===== src/hw/a16_config_map.svh =====
`ifndef A16_CONFIG_MAP_SVH
`define A16_CONFIG_MAP_SVH

// Word offsets in A16 space (byte addresses)
`define OFS_IDENT_CTRL      6'h00
`define OFS_DEVICE_TYPE     6'h02
`define OFS_STATUS_CONTROL  6'h04
`define OFS_MEMORY_BASE     6'h06
`define OFS_RESERVED_A      6'h08
`define OFS_RESERVED_B      6'h0a
`define OFS_RESERVED_C      6'h0c
`define OFS_VERSION         6'h0e

// Identification word fields
`define IDENT_CLASS_EXT_REG 2'h1
`define IDENT_SPACE_A24     2'h0
`define IDENT_SPACE_A32     2'h1

// Device type required-memory codes for 2 MB
`define REQ_MEM_A24         4'h2
`define REQ_MEM_A32         4'ha

// Control bit positions
`define CTRL_MEM_ENABLE_BIT 15
`define CTRL_SYSFAIL_INH_BIT 1
`define CTRL_SOFT_RESET_BIT 0

// Reset values and fixed read values
`define NODE_NUMBER_RESET   8'hff
`define MEM_BASE_RESET      16'h0000
`define MEM_BASE_LOW_MASK   16'hffe0
`define STATUS_FIXED_ONES   14'h3fff
`define RESERVED_READ       16'hffff
`define FIRMWARE_VERSION    8'h00

`endif


===== src/hw/a16_config_pkg.sv =====
package a16_config_pkg;

    // Width of one backplane register word
    typedef logic [15:0] word_t;

    // Extended-memory address mode chosen by the board strap
    typedef enum logic [0:0]
    {
        space_a24 = 1'b0,
        space_a32 = 1'b1
    } space_e;

endpackage


===== src/hw/a16_config_register_bank.sv =====
// Notes on behaviour
// - Ident word: maker code, space, class 01
// - Write offset zero loads node number
// - Soft reset keeps node; hard sets FF
// - Node number write ignores upper byte
// - Device type: model, memory code 2/A
// - Status bit 15 shows memory enable
// - Status bit 14 shows identify select
// - Other status bits always read one
// - Control bit 15 enables memory access
// - Inhibit bit blocks system-fail drive
// - Control bit 0 holds soft reset
// - Soft reset clears enable and inhibit
// - Control bits 14 to 2 ignored
// - Base is offset times 256 or 65536
// - Offset reads back, low five zero
// - Hard reset clears offset; soft keeps
// - Reserved words read all ones
// - Version: firmware 00, hardware revision
`include "a16_config_map.svh"

module a16_config_register_bank
    import a16_config_pkg::*;
#(
    parameter logic [11:0] maker_code  = 12'h5a5, // Arbitrary value
    parameter logic [11:0] model_code  = 12'h0a1, // Arbitrary value
    parameter logic [7:0]  hw_revision = 8'h01
)
(
    // Clock, reset and enable
    input  wire logic        clock,
    input  wire logic        resetn,
    input  wire logic        clock_enable,
    // Board strap: high selects A32 extended space
    input  wire logic        mode_a32,
    // Register access port
    input  wire logic [5:0]  address,
    input  wire logic        write_strobe,
    input  wire logic        read_strobe,
    input  wire word_t       write_data,
    output word_t            read_data,
    output logic             read_valid,
    // Backplane status
    input  wire logic        module_identify_select_n,
    input  wire logic        fault_request,
    output logic             sysfail_n,
    // Configuration results
    output logic [7:0]       bus_node_number,
    output logic             mem_enable,
    output logic             soft_reset_active,
    output logic [31:0]      memory_base_address
);

    word_t       memory_base_offset;
    logic        sysfail_inhibit;
    word_t       read_value;

    // Write decode; shared offsets route writes to the write-only registers
    wire logic write_node = write_strobe &&
        address == `OFS_IDENT_CTRL;
    wire logic write_ctrl = write_strobe &&
        address == `OFS_STATUS_CONTROL;
    wire logic write_base = write_strobe &&
        address == `OFS_MEMORY_BASE;
    // The soft reset bit itself must stay writable to release the state
    wire logic interface_held = soft_reset_active && !write_ctrl;

    // Node number: only the hard reset returns it to the dynamic value
    always_ff @(posedge clock or negedge resetn)
    begin
        if (!resetn)
            bus_node_number <= `NODE_NUMBER_RESET;
        else if (clock_enable && write_node)
            bus_node_number <= write_data[7:0];
    end

    // Soft reset control; bits 14 to 2 have nowhere to go
    always_ff @(posedge clock or negedge resetn)
    begin
        if (!resetn)
            soft_reset_active <= 1'b0;
        else if (clock_enable && write_ctrl)
            soft_reset_active <=
                write_data[`CTRL_SOFT_RESET_BIT];
    end

    // Interface registers cleared while soft reset holds them
    always_ff @(posedge clock or negedge resetn)
    begin
        if (!resetn)
        begin
            mem_enable      <= 1'b0;
            sysfail_inhibit <= 1'b0;
        end
        else if (clock_enable)
        begin
            if (write_ctrl)
            begin
                mem_enable      <= write_data[`CTRL_MEM_ENABLE_BIT];
                sysfail_inhibit <= write_data[`CTRL_SYSFAIL_INH_BIT];
            end
            else if (interface_held)
            begin
                mem_enable      <= 1'b0;
                sysfail_inhibit <= 1'b0;
            end
        end
    end

    // Offset survives soft reset; low bits never stored
    always_ff @(posedge clock or negedge resetn)
    begin
        if (!resetn)
            memory_base_offset <= `MEM_BASE_RESET;
        else if (clock_enable && write_base)
            memory_base_offset <=
                write_data & `MEM_BASE_LOW_MASK;
    end

    // Base address scaled by the selected space
    assign memory_base_address = mode_a32
        ? {memory_base_offset, 16'h0000}
        : {8'h00, memory_base_offset, 8'h00};

    // Failure line; soft reset clears the inhibit, so a fault request then drives it
    assign sysfail_n = !(fault_request && !sysfail_inhibit);

    read_mux #(
        .maker_code  (maker_code),
        .model_code  (model_code),
        .hw_revision (hw_revision)
    ) u_read_mux (
        .address                  (address),
        .mode_a32                 (mode_a32),
        .mem_enable               (mem_enable),
        .module_identify_select_n (module_identify_select_n),
        .memory_base_offset       (memory_base_offset),
        .read_value               (read_value)
    );

    // Read data registered one cycle after the strobe
    always_ff @(posedge clock or negedge resetn)
    begin
        if (!resetn)
        begin
            read_data  <= 16'h0000;
            read_valid <= 1'b0;
        end
        else if (clock_enable)
        begin
            read_valid <= read_strobe;
            if (read_strobe)
                read_data <= read_value;
        end
    end

    // Checks: each sits beside the rule it guards; all but the first are
    // off during hard reset, since every flop is forced then and the
    // sampled history of that window means nothing

    // Node number register; only a hard reset may bring back FF
    node_hard_a: assert property (
        @(posedge clock)
        $rose(resetn) |-> bus_node_number == `NODE_NUMBER_RESET)
        else $error("node number not FF after hard reset");

    node_write_a: assert property (
        @(posedge clock) disable iff (!resetn)
        clock_enable && write_node |=>
        bus_node_number == $past(write_data[7:0]))
        else $error("node number write lost");

    node_soft_a: assert property (
        @(posedge clock) disable iff (!resetn)
        soft_reset_active && !write_node |=> $stable(bus_node_number))
        else $error("soft reset altered node number");

    node_hold_a: assert property (
        @(posedge clock) disable iff (!resetn)
        !(clock_enable && write_node) |=> $stable(bus_node_number))
        else $error("node number changed without a write");

    // Control register; a control write always wins over the held
    // soft reset so that the bit can be released
    soft_set_a: assert property (
        @(posedge clock) disable iff (!resetn)
        clock_enable && write_ctrl |=>
        soft_reset_active == $past(write_data[0]))
        else $error("soft reset bit not written");

    soft_keep_a: assert property (
        @(posedge clock) disable iff (!resetn)
        !(clock_enable && write_ctrl) |=> $stable(soft_reset_active))
        else $error("soft reset bit changed without a write");

    mem_enable_a: assert property (
        @(posedge clock) disable iff (!resetn)
        clock_enable && write_ctrl |=> mem_enable == $past(write_data[15]))
        else $error("memory enable not written");

    soft_hold_a: assert property (
        @(posedge clock) disable iff (!resetn)
        clock_enable && soft_reset_active && !write_ctrl |=> !mem_enable)
        else $error("soft reset did not clear enable");

    inhibit_write_a: assert property (
        @(posedge clock) disable iff (!resetn)
        clock_enable && write_ctrl |=>
        sysfail_inhibit == $past(write_data[1]))
        else $error("inhibit bit not written");

    inhibit_clear_a: assert property (
        @(posedge clock) disable iff (!resetn)
        clock_enable && soft_reset_active && !write_ctrl |=> !sysfail_inhibit)
        else $error("soft reset did not clear inhibit");

    enable_freeze_a: assert property (
        @(posedge clock) disable iff (!resetn)
        !clock_enable |=> $stable(mem_enable))
        else $error("memory enable moved while frozen");

    inhibit_freeze_a: assert property (
        @(posedge clock) disable iff (!resetn)
        !clock_enable |=> $stable(sysfail_inhibit))
        else $error("inhibit moved while frozen");

    // Offset register and the base address derived from it
    base_low_a: assert property (
        @(posedge clock) disable iff (!resetn)
        memory_base_offset[4:0] == 5'h00)
        else $error("offset low bits not zero");

    base_write_a: assert property (
        @(posedge clock) disable iff (!resetn)
        clock_enable && write_base |=>
        memory_base_offset == ($past(write_data) & `MEM_BASE_LOW_MASK))
        else $error("offset write lost");

    base_keep_a: assert property (
        @(posedge clock) disable iff (!resetn)
        soft_reset_active && !write_base |=> $stable(memory_base_offset))
        else $error("soft reset altered offset");

    base_hold_a: assert property (
        @(posedge clock) disable iff (!resetn)
        !(clock_enable && write_base) |=> $stable(memory_base_offset))
        else $error("offset changed without a write");

    base_addr_a: assert property (
        @(posedge clock) disable iff (!resetn)
        !mode_a32 |-> memory_base_address[7:0] == 8'h00 &&
        memory_base_address[23:8] == memory_base_offset)
        else $error("A24 base address wrong");

    base_a24_top_a: assert property (
        @(posedge clock) disable iff (!resetn)
        !mode_a32 |-> memory_base_address[31:24] == 8'h00)
        else $error("A24 base address upper byte not zero");

    base_a32_a: assert property (
        @(posedge clock) disable iff (!resetn)
        mode_a32 |-> memory_base_address == {memory_base_offset, 16'h0000})
        else $error("A32 base address wrong");

    // System-fail line; combinational, so checked in the same cycle
    sysfail_inh_a: assert property (
        @(posedge clock) disable iff (!resetn)
        sysfail_inhibit |-> sysfail_n)
        else $error("system fail driven while inhibited");

    sysfail_fault_a: assert property (
        @(posedge clock) disable iff (!resetn)
        fault_request && !sysfail_inhibit |-> !sysfail_n)
        else $error("system fail not driven on a fault");

    sysfail_idle_a: assert property (
        @(posedge clock) disable iff (!resetn)
        !fault_request |-> sysfail_n)
        else $error("system fail driven without a fault");

    // Read path; the answer always comes one enabled cycle after the
    // strobe and holds until the next read
    valid_pulse_a: assert property (
        @(posedge clock) disable iff (!resetn)
        clock_enable |=> read_valid == $past(read_strobe))
        else $error("read valid does not follow the strobe");

    valid_freeze_a: assert property (
        @(posedge clock) disable iff (!resetn)
        !clock_enable |=> $stable(read_valid))
        else $error("read valid moved while frozen");

    data_hold_a: assert property (
        @(posedge clock) disable iff (!resetn)
        !(clock_enable && read_strobe) |=> $stable(read_data))
        else $error("read data changed without a read");

    status_read_a: assert property (
        @(posedge clock) disable iff (!resetn)
        clock_enable && read_strobe && address == `OFS_STATUS_CONTROL |=>
        read_data == {$past(mem_enable), $past(module_identify_select_n),
                      `STATUS_FIXED_ONES})
        else $error("status word wrong");

    reserved_a: assert property (
        @(posedge clock) disable iff (!resetn)
        clock_enable && read_strobe && address == `OFS_RESERVED_B |=>
        read_data == `RESERVED_READ)
        else $error("reserved word not all ones");

    reserved_ac_a: assert property (
        @(posedge clock) disable iff (!resetn)
        clock_enable && read_strobe &&
        (address == `OFS_RESERVED_A || address == `OFS_RESERVED_C) |=>
        read_data == `RESERVED_READ)
        else $error("reserved word not all ones");

    unmapped_a: assert property (
        @(posedge clock) disable iff (!resetn)
        clock_enable && read_strobe && address == 6'h10 |=>
        read_data == `RESERVED_READ)
        else $error("unmapped word not all ones");

    ident_read_a: assert property (
        @(posedge clock) disable iff (!resetn)
        clock_enable && read_strobe && address == `OFS_IDENT_CTRL |=>
        read_data[15:12] == {2'b01, 1'b0, $past(mode_a32)})
        else $error("ident class or space wrong");

    ident_low_a: assert property (
        @(posedge clock) disable iff (!resetn)
        clock_enable && read_strobe && address == `OFS_IDENT_CTRL |=>
        read_data[11:0] == maker_code)
        else $error("ident maker code wrong");

    type_read_a: assert property (
        @(posedge clock) disable iff (!resetn)
        clock_enable && read_strobe && address == `OFS_DEVICE_TYPE |=>
        read_data[15:12] == ($past(mode_a32) ? 4'ha : 4'h2))
        else $error("device type memory code wrong");

    type_low_a: assert property (
        @(posedge clock) disable iff (!resetn)
        clock_enable && read_strobe && address == `OFS_DEVICE_TYPE |=>
        read_data[11:0] == model_code)
        else $error("device type model code wrong");

    version_read_a: assert property (
        @(posedge clock) disable iff (!resetn)
        clock_enable && read_strobe && address == `OFS_VERSION |=>
        read_data[15:8] == 8'h00)
        else $error("firmware version not zero");

    version_low_a: assert property (
        @(posedge clock) disable iff (!resetn)
        clock_enable && read_strobe && address == `OFS_VERSION |=>
        read_data[7:0] == hw_revision)
        else $error("hardware revision wrong");

    base_read_a: assert property (
        @(posedge clock) disable iff (!resetn)
        clock_enable && read_strobe && address == `OFS_MEMORY_BASE |=>
        read_data == $past(memory_base_offset))
        else $error("offset read back wrong");

endmodule


===== src/hw/read_mux.sv =====
`include "a16_config_map.svh"

// Read data selection for the A16 configuration words
module read_mux
    import a16_config_pkg::*;
#(
    parameter logic [11:0] maker_code = 12'h5a5, // Arbitrary value
    parameter logic [11:0] model_code = 12'h0a1, // Arbitrary value
    parameter logic [7:0]  hw_revision = 8'h01
)
(
    // Selection
    input  wire logic [5:0]  address,
    input  wire logic        mode_a32,
    // Register state
    input  wire logic        mem_enable,
    input  wire logic        module_identify_select_n,
    input  wire word_t       memory_base_offset,
    // Result
    output word_t            read_value
);

    // Words assembled from straps, parameters and register state
    wire word_t identification_word =
        {`IDENT_CLASS_EXT_REG,
         mode_a32 ? `IDENT_SPACE_A32 : `IDENT_SPACE_A24,
         maker_code};
    wire word_t device_type_word =
        {mode_a32 ? `REQ_MEM_A32 : `REQ_MEM_A24, model_code};
    wire word_t status_word =
        {mem_enable, module_identify_select_n,
         `STATUS_FIXED_ONES};
    wire word_t version_word = {`FIRMWARE_VERSION, hw_revision};

    // Unmapped words read as all ones like the reserved words
    always_comb
    begin
        unique case (address)
            `OFS_IDENT_CTRL:     read_value = identification_word;
            `OFS_DEVICE_TYPE:    read_value = device_type_word;
            `OFS_STATUS_CONTROL: read_value = status_word;
            `OFS_MEMORY_BASE:    read_value = memory_base_offset;
            `OFS_RESERVED_A,
            `OFS_RESERVED_B,
            `OFS_RESERVED_C:     read_value = `RESERVED_READ;
            `OFS_VERSION:        read_value = version_word;
            default:             read_value = `RESERVED_READ;
        endcase
    end

endmodule


===== config.mk =====
export PLATFORM = sky130hd
export DESIGN_NAME = a16_config_register_bank
export DESIGN_NICKNAME = d
export VERILOG_FILES = /design/src/hw/a16_config_pkg.sv /design/src/hw/a16_config_register_bank.sv /design/src/hw/read_mux.sv
export VERILOG_INCLUDE_DIRS = /design/src /design/src/hw
export SDC_FILE = /design/constraint.sdc
export NUM_CORES = 1
export LEC_CHECK = 0
export BUFFER_PORTS_ARGS = -buffer_cell sky130_fd_sc_hd__buf_2
export CELL_PAD_IN_SITES_DETAIL_PLACEMENT = 2
export CELL_PAD_IN_SITES_GLOBAL_PLACEMENT = 2
export CORE_AREA = 2 2 106 67
export CTS_BUF_LIST = sky130_fd_sc_hd__clkbuf_4 sky130_fd_sc_hd__clkbuf_8
export CTS_CLUSTER_DIAMETER = 100
export DETAILED_ROUTE_END_ITERATION = 16
export DIE_AREA = 0 0 108 69
export GPL_TIMING_DRIVEN = 0
export PLACE_DENSITY = 0.95
export SLEW_MARGIN = 20
export SYNTH_ARGS = -nofsm -noshare
export SYNTH_HDL_FRONTEND = slang
export SYNTH_SLANG_ARGS = --single-unit

===== constraint.sdc =====
create_clock -name clock -period 1.95 [get_ports clock]
set_input_delay 0.195 -clock clock [delete_from_list [all_inputs] [get_ports clock]]
set_output_delay 0.195 -clock clock [all_outputs]
set_load 0.02 [all_outputs]

==> impl_metrics.csv <==
group,metric,value,unit
grt,grt_pass1_wl,9.85,mm
synth,synth_top_area_share,38.5,%
sta,tns,0,ps
sta,report.final.setup_viol,0,
drt,postRouteAntennaNets,0,
drt,routed_wirelength,6.15,mm
sta,rsz0062_at_grt,"false",
critical_path,criticalPathCategory,"in -> reg",
critical_path,timing.rr.start,"memory_base_offset[13]",
synth,seq_area_frac_synth,49.6,%
hold_path,worstHoldPathType,"in -> async",
placement,hpwl,4.66,mm
critical_path,crit_fanout,10,
synth,syn_inst,169,
critical_path,path_cells,"buf_2, nor4b_2, and4_1, buf_4, mux2_2",
drt,drtIter0Drc,74,
final_layout,seqCellArea,936,µm²
critical_path,max_stage_delay,610,ps
floorplan,coreArea,0.00647,mm²
sta,worst_slack,163,ps
clock_tree,cts.clk_slew.worst_paths,80,ps
critical_path,worst-path-buf-inv,2,
floorplan,io_pins,90,
drt,drt-pass1-iter-count,4,
drt,vias,1616,
status,run_status,"finished clean",
critical_path,arrival,1960,ps
power_and_ir_drop,power.leakage,0.00126,µW
floorplan,rows,23,
drt,drc,0,
critical_path,worstSetupPathDepth,5,
critical_path,end_kind,"flop",
drt,routedWlPerCell,17.6,µm
grt,antenna_found_initial,0,
sta,fmax,560,MHz
flow_run,maxCapViolations,0,
final_layout,fin_nets,292,
power_and_ir_drop,ir_worst_vdd,0.332,mV
grt,grt_max_degree,38,
final_layout,drive_gt1_share,52.1,%
sta,finalHoldViolations,0,
grt,grt_util_all_layers,17.3,%
clock_tree,ctsHoldBuffers,0,
critical_path,reg2reg_to,"read_data[13]",
critical_path,cp.required,2120,ps
sta,slew_headroom,43.9,%
clock_tree,root_buffer,"clkbuf_8",
power_and_ir_drop,clkPwrFrac,32.3,%
critical_path,crit_family,"simple AND/OR/NAND/NOR gates",
critical_path,r2r_cells,3,
final_layout,areaGrowthSynthToFinish,33.2,%
floorplan,initial_core_util,29.1,%
power_and_ir_drop,p_int,1300,µW
grt,gr-total-overflow,0,
sta,fin_crit,1790,ps
clock_tree,postCtsSetupBuffers,0,
final_layout,final_common_cell,"buf_2",
synth,synth_top_cell_by_area,"dfrtp_1",
sta,clock-skew-final,4.18,ps
final_layout,mostFrequentLayoutCells,"buf_2 (77), dfrtp_1 (29), mux2_2 (25)",
placement,dp_slack,-113,ps
power_and_ir_drop,combPwrFrac,20.2,%
sta,timing.final.crit_share,91.6,%
floorplan,die_y,69,µm
clock_tree,cts_num_sinks,37,
clock_tree,cts-resized-gates,0,
synth,synth.distinct_cells,33,
critical_path,crit_path_start,"address[1]",
power_and_ir_drop,swShare,29.4,%
synth,synth_seq_cells,37,
clock_tree,htreeDepth,2,
critical_path,start_kind,"primary input",
clock_tree,cts_buffer_depth,2,
final_layout,antennaDiodeCount,0,
final_layout,multi_input_area,828,µm²
synth,synth_area_per_cell,11.2,µm²
critical_path,r2r_slack,880,ps
clock_tree,clk_latency,290,ps
floorplan,die_w,108,µm
synth,synthTopCellsByArea,"dfrtp_1 (38%), mux2_2 (15%), dfstp_2 (11%), buf_4 (6.4%), nor2b_1 (4.0%)",
placement,gp_congestion,0.802,
placement,port-buffer-count,74,
synth,syn_area,0.00189,mm²
clock_tree,numCtsBuffers,5,
grt,grt_pass1_vias,1828,
power_and_ir_drop,seqPwrFrac,47.5,%
sta,worst_pin_slew,842,ps
final_layout,fill_cells,720,
sta,maxSlewViolCount,0,
clock_tree,tritoncts,"built",
synth,synth-warning-count,0,
floorplan,die_area,0.00745,mm²
drt,vias_per_cell,4.62,
power_and_ir_drop,net-switching-power,540,µW
critical_path,slowest_stage,"nor4b_2",
power_and_ir_drop,p_per_area,731,mW/mm²
-- cell type report --
cell class	count	share of cell area, %
Clock buffer	7	3.84
Tap cell	87	4.33
Inverter	3	0.448
Timing Repair Buffer	74	14.7
Buffer	24	6.18
Clock inverter	1	0.199
Multi-Input combinational cell	117	33.0
Sequential cell	37	37.3
-- synthesized netlist by cell type --
master,number
inv_1,3
mux2_2,25
o21a_1,1
conb_1,1
dfrtp_1,29
a2111o_1,1
o21bai_1,1
nand2b_1,1
a21boi_0,2
clkbuf_1,4
and2_1,10
a22o_1,1
or3_1,2
and4_1,1
o21ai_0,4
a31oi_1,7
nor2_1,9
nor3_4,1
dfstp_2,8
o22a_1,3
and3b_1,2
nand2_1,4
nor2b_1,12
and3_1,3
a311oi_1,1
nor3_1,2
buf_2,3
buf_4,16
nand4b_1,1
clkbuf_2,1
nor4b_2,1
a21oi_1,8
a2111oi_0,1
-- sequential cells by signal, summed over array words and instances (netlist names) --
signal and flops:
read_data 14, memory_base_offset 11, bus_node_number 8, mem_enable 1, read_valid 1, soft_reset_active 1, sysfail_inhibit 1
-- per-stage QoR --
| step | utilization [%] | cell area, µm² | instances | power (µW) | hold slack, ps |
|---|---|---|---|---|---|
| 2_1_floorplan | - | 1930 | 181 | 1100 | -101 |
| 3_3_place_gp | 37.2 | 2410 | 342 | 1240 | 340 |
| 3_5_place_dp | 37.2 | 2410 | 342 | 1260 | 360 |
| 4_1_cts | 38.8 | 2510 | 350 | 1870 | 38.1 |
| 5_1_grt | 38.8 | 2510 | 350 | 1930 | 58.9 |
| 6_report | 38.8 | 2510 | 350 | 1840 | 6.89 |
-- worst reg2reg max path: cells and delay by family (launching register included) --
| kind | cells | cell delay [ps] |
|---|---|---|
| compound gates | 2 | 370 |
| flops | 1 | 410 |
| simple gates | 1 | 140 |
-- per-layer routing --
layer,wire [µm],track usage (%),part of all wire (%),vias up
met3,364,5.49,5.9,6
met4,63,4.56,1.0,0
met5,0,0,0,-
li1,-,-,-,747
met1,2710,22.3,44,813
met2,3010,27.9,49,50
-- cells by family after synthesis --
group,share of synthesized area [%]
flops,49.6
simple gates,15.9
compound gates,10.5
buf+inv,8.82
other cells,0.199
mux,14.9
-- power groups by stage --
stage	clock, µW	sequential (µW)	combinational, µW
2_1_floorplan	0	916	188
3_3_place_gp	0	882	357
3_5_place_dp	0	888	369
4_1_cts	625	873	373
5_1_grt	651	881	402
6_report	594	872	370
-- worst max path at each step --
stage,endpoint,slack [ps]
3_3_place_gp,memory_base_offset[11],-9
6_report,memory_base_offset[9],160
2_1_floorplan,memory_base_offset[10],420
4_1_cts,memory_base_offset[9],180
3_5_place_dp,memory_base_offset[9],-110
5_1_grt,memory_base_offset[9],60
No activity file was read; power rests on OpenSTA's default activity.
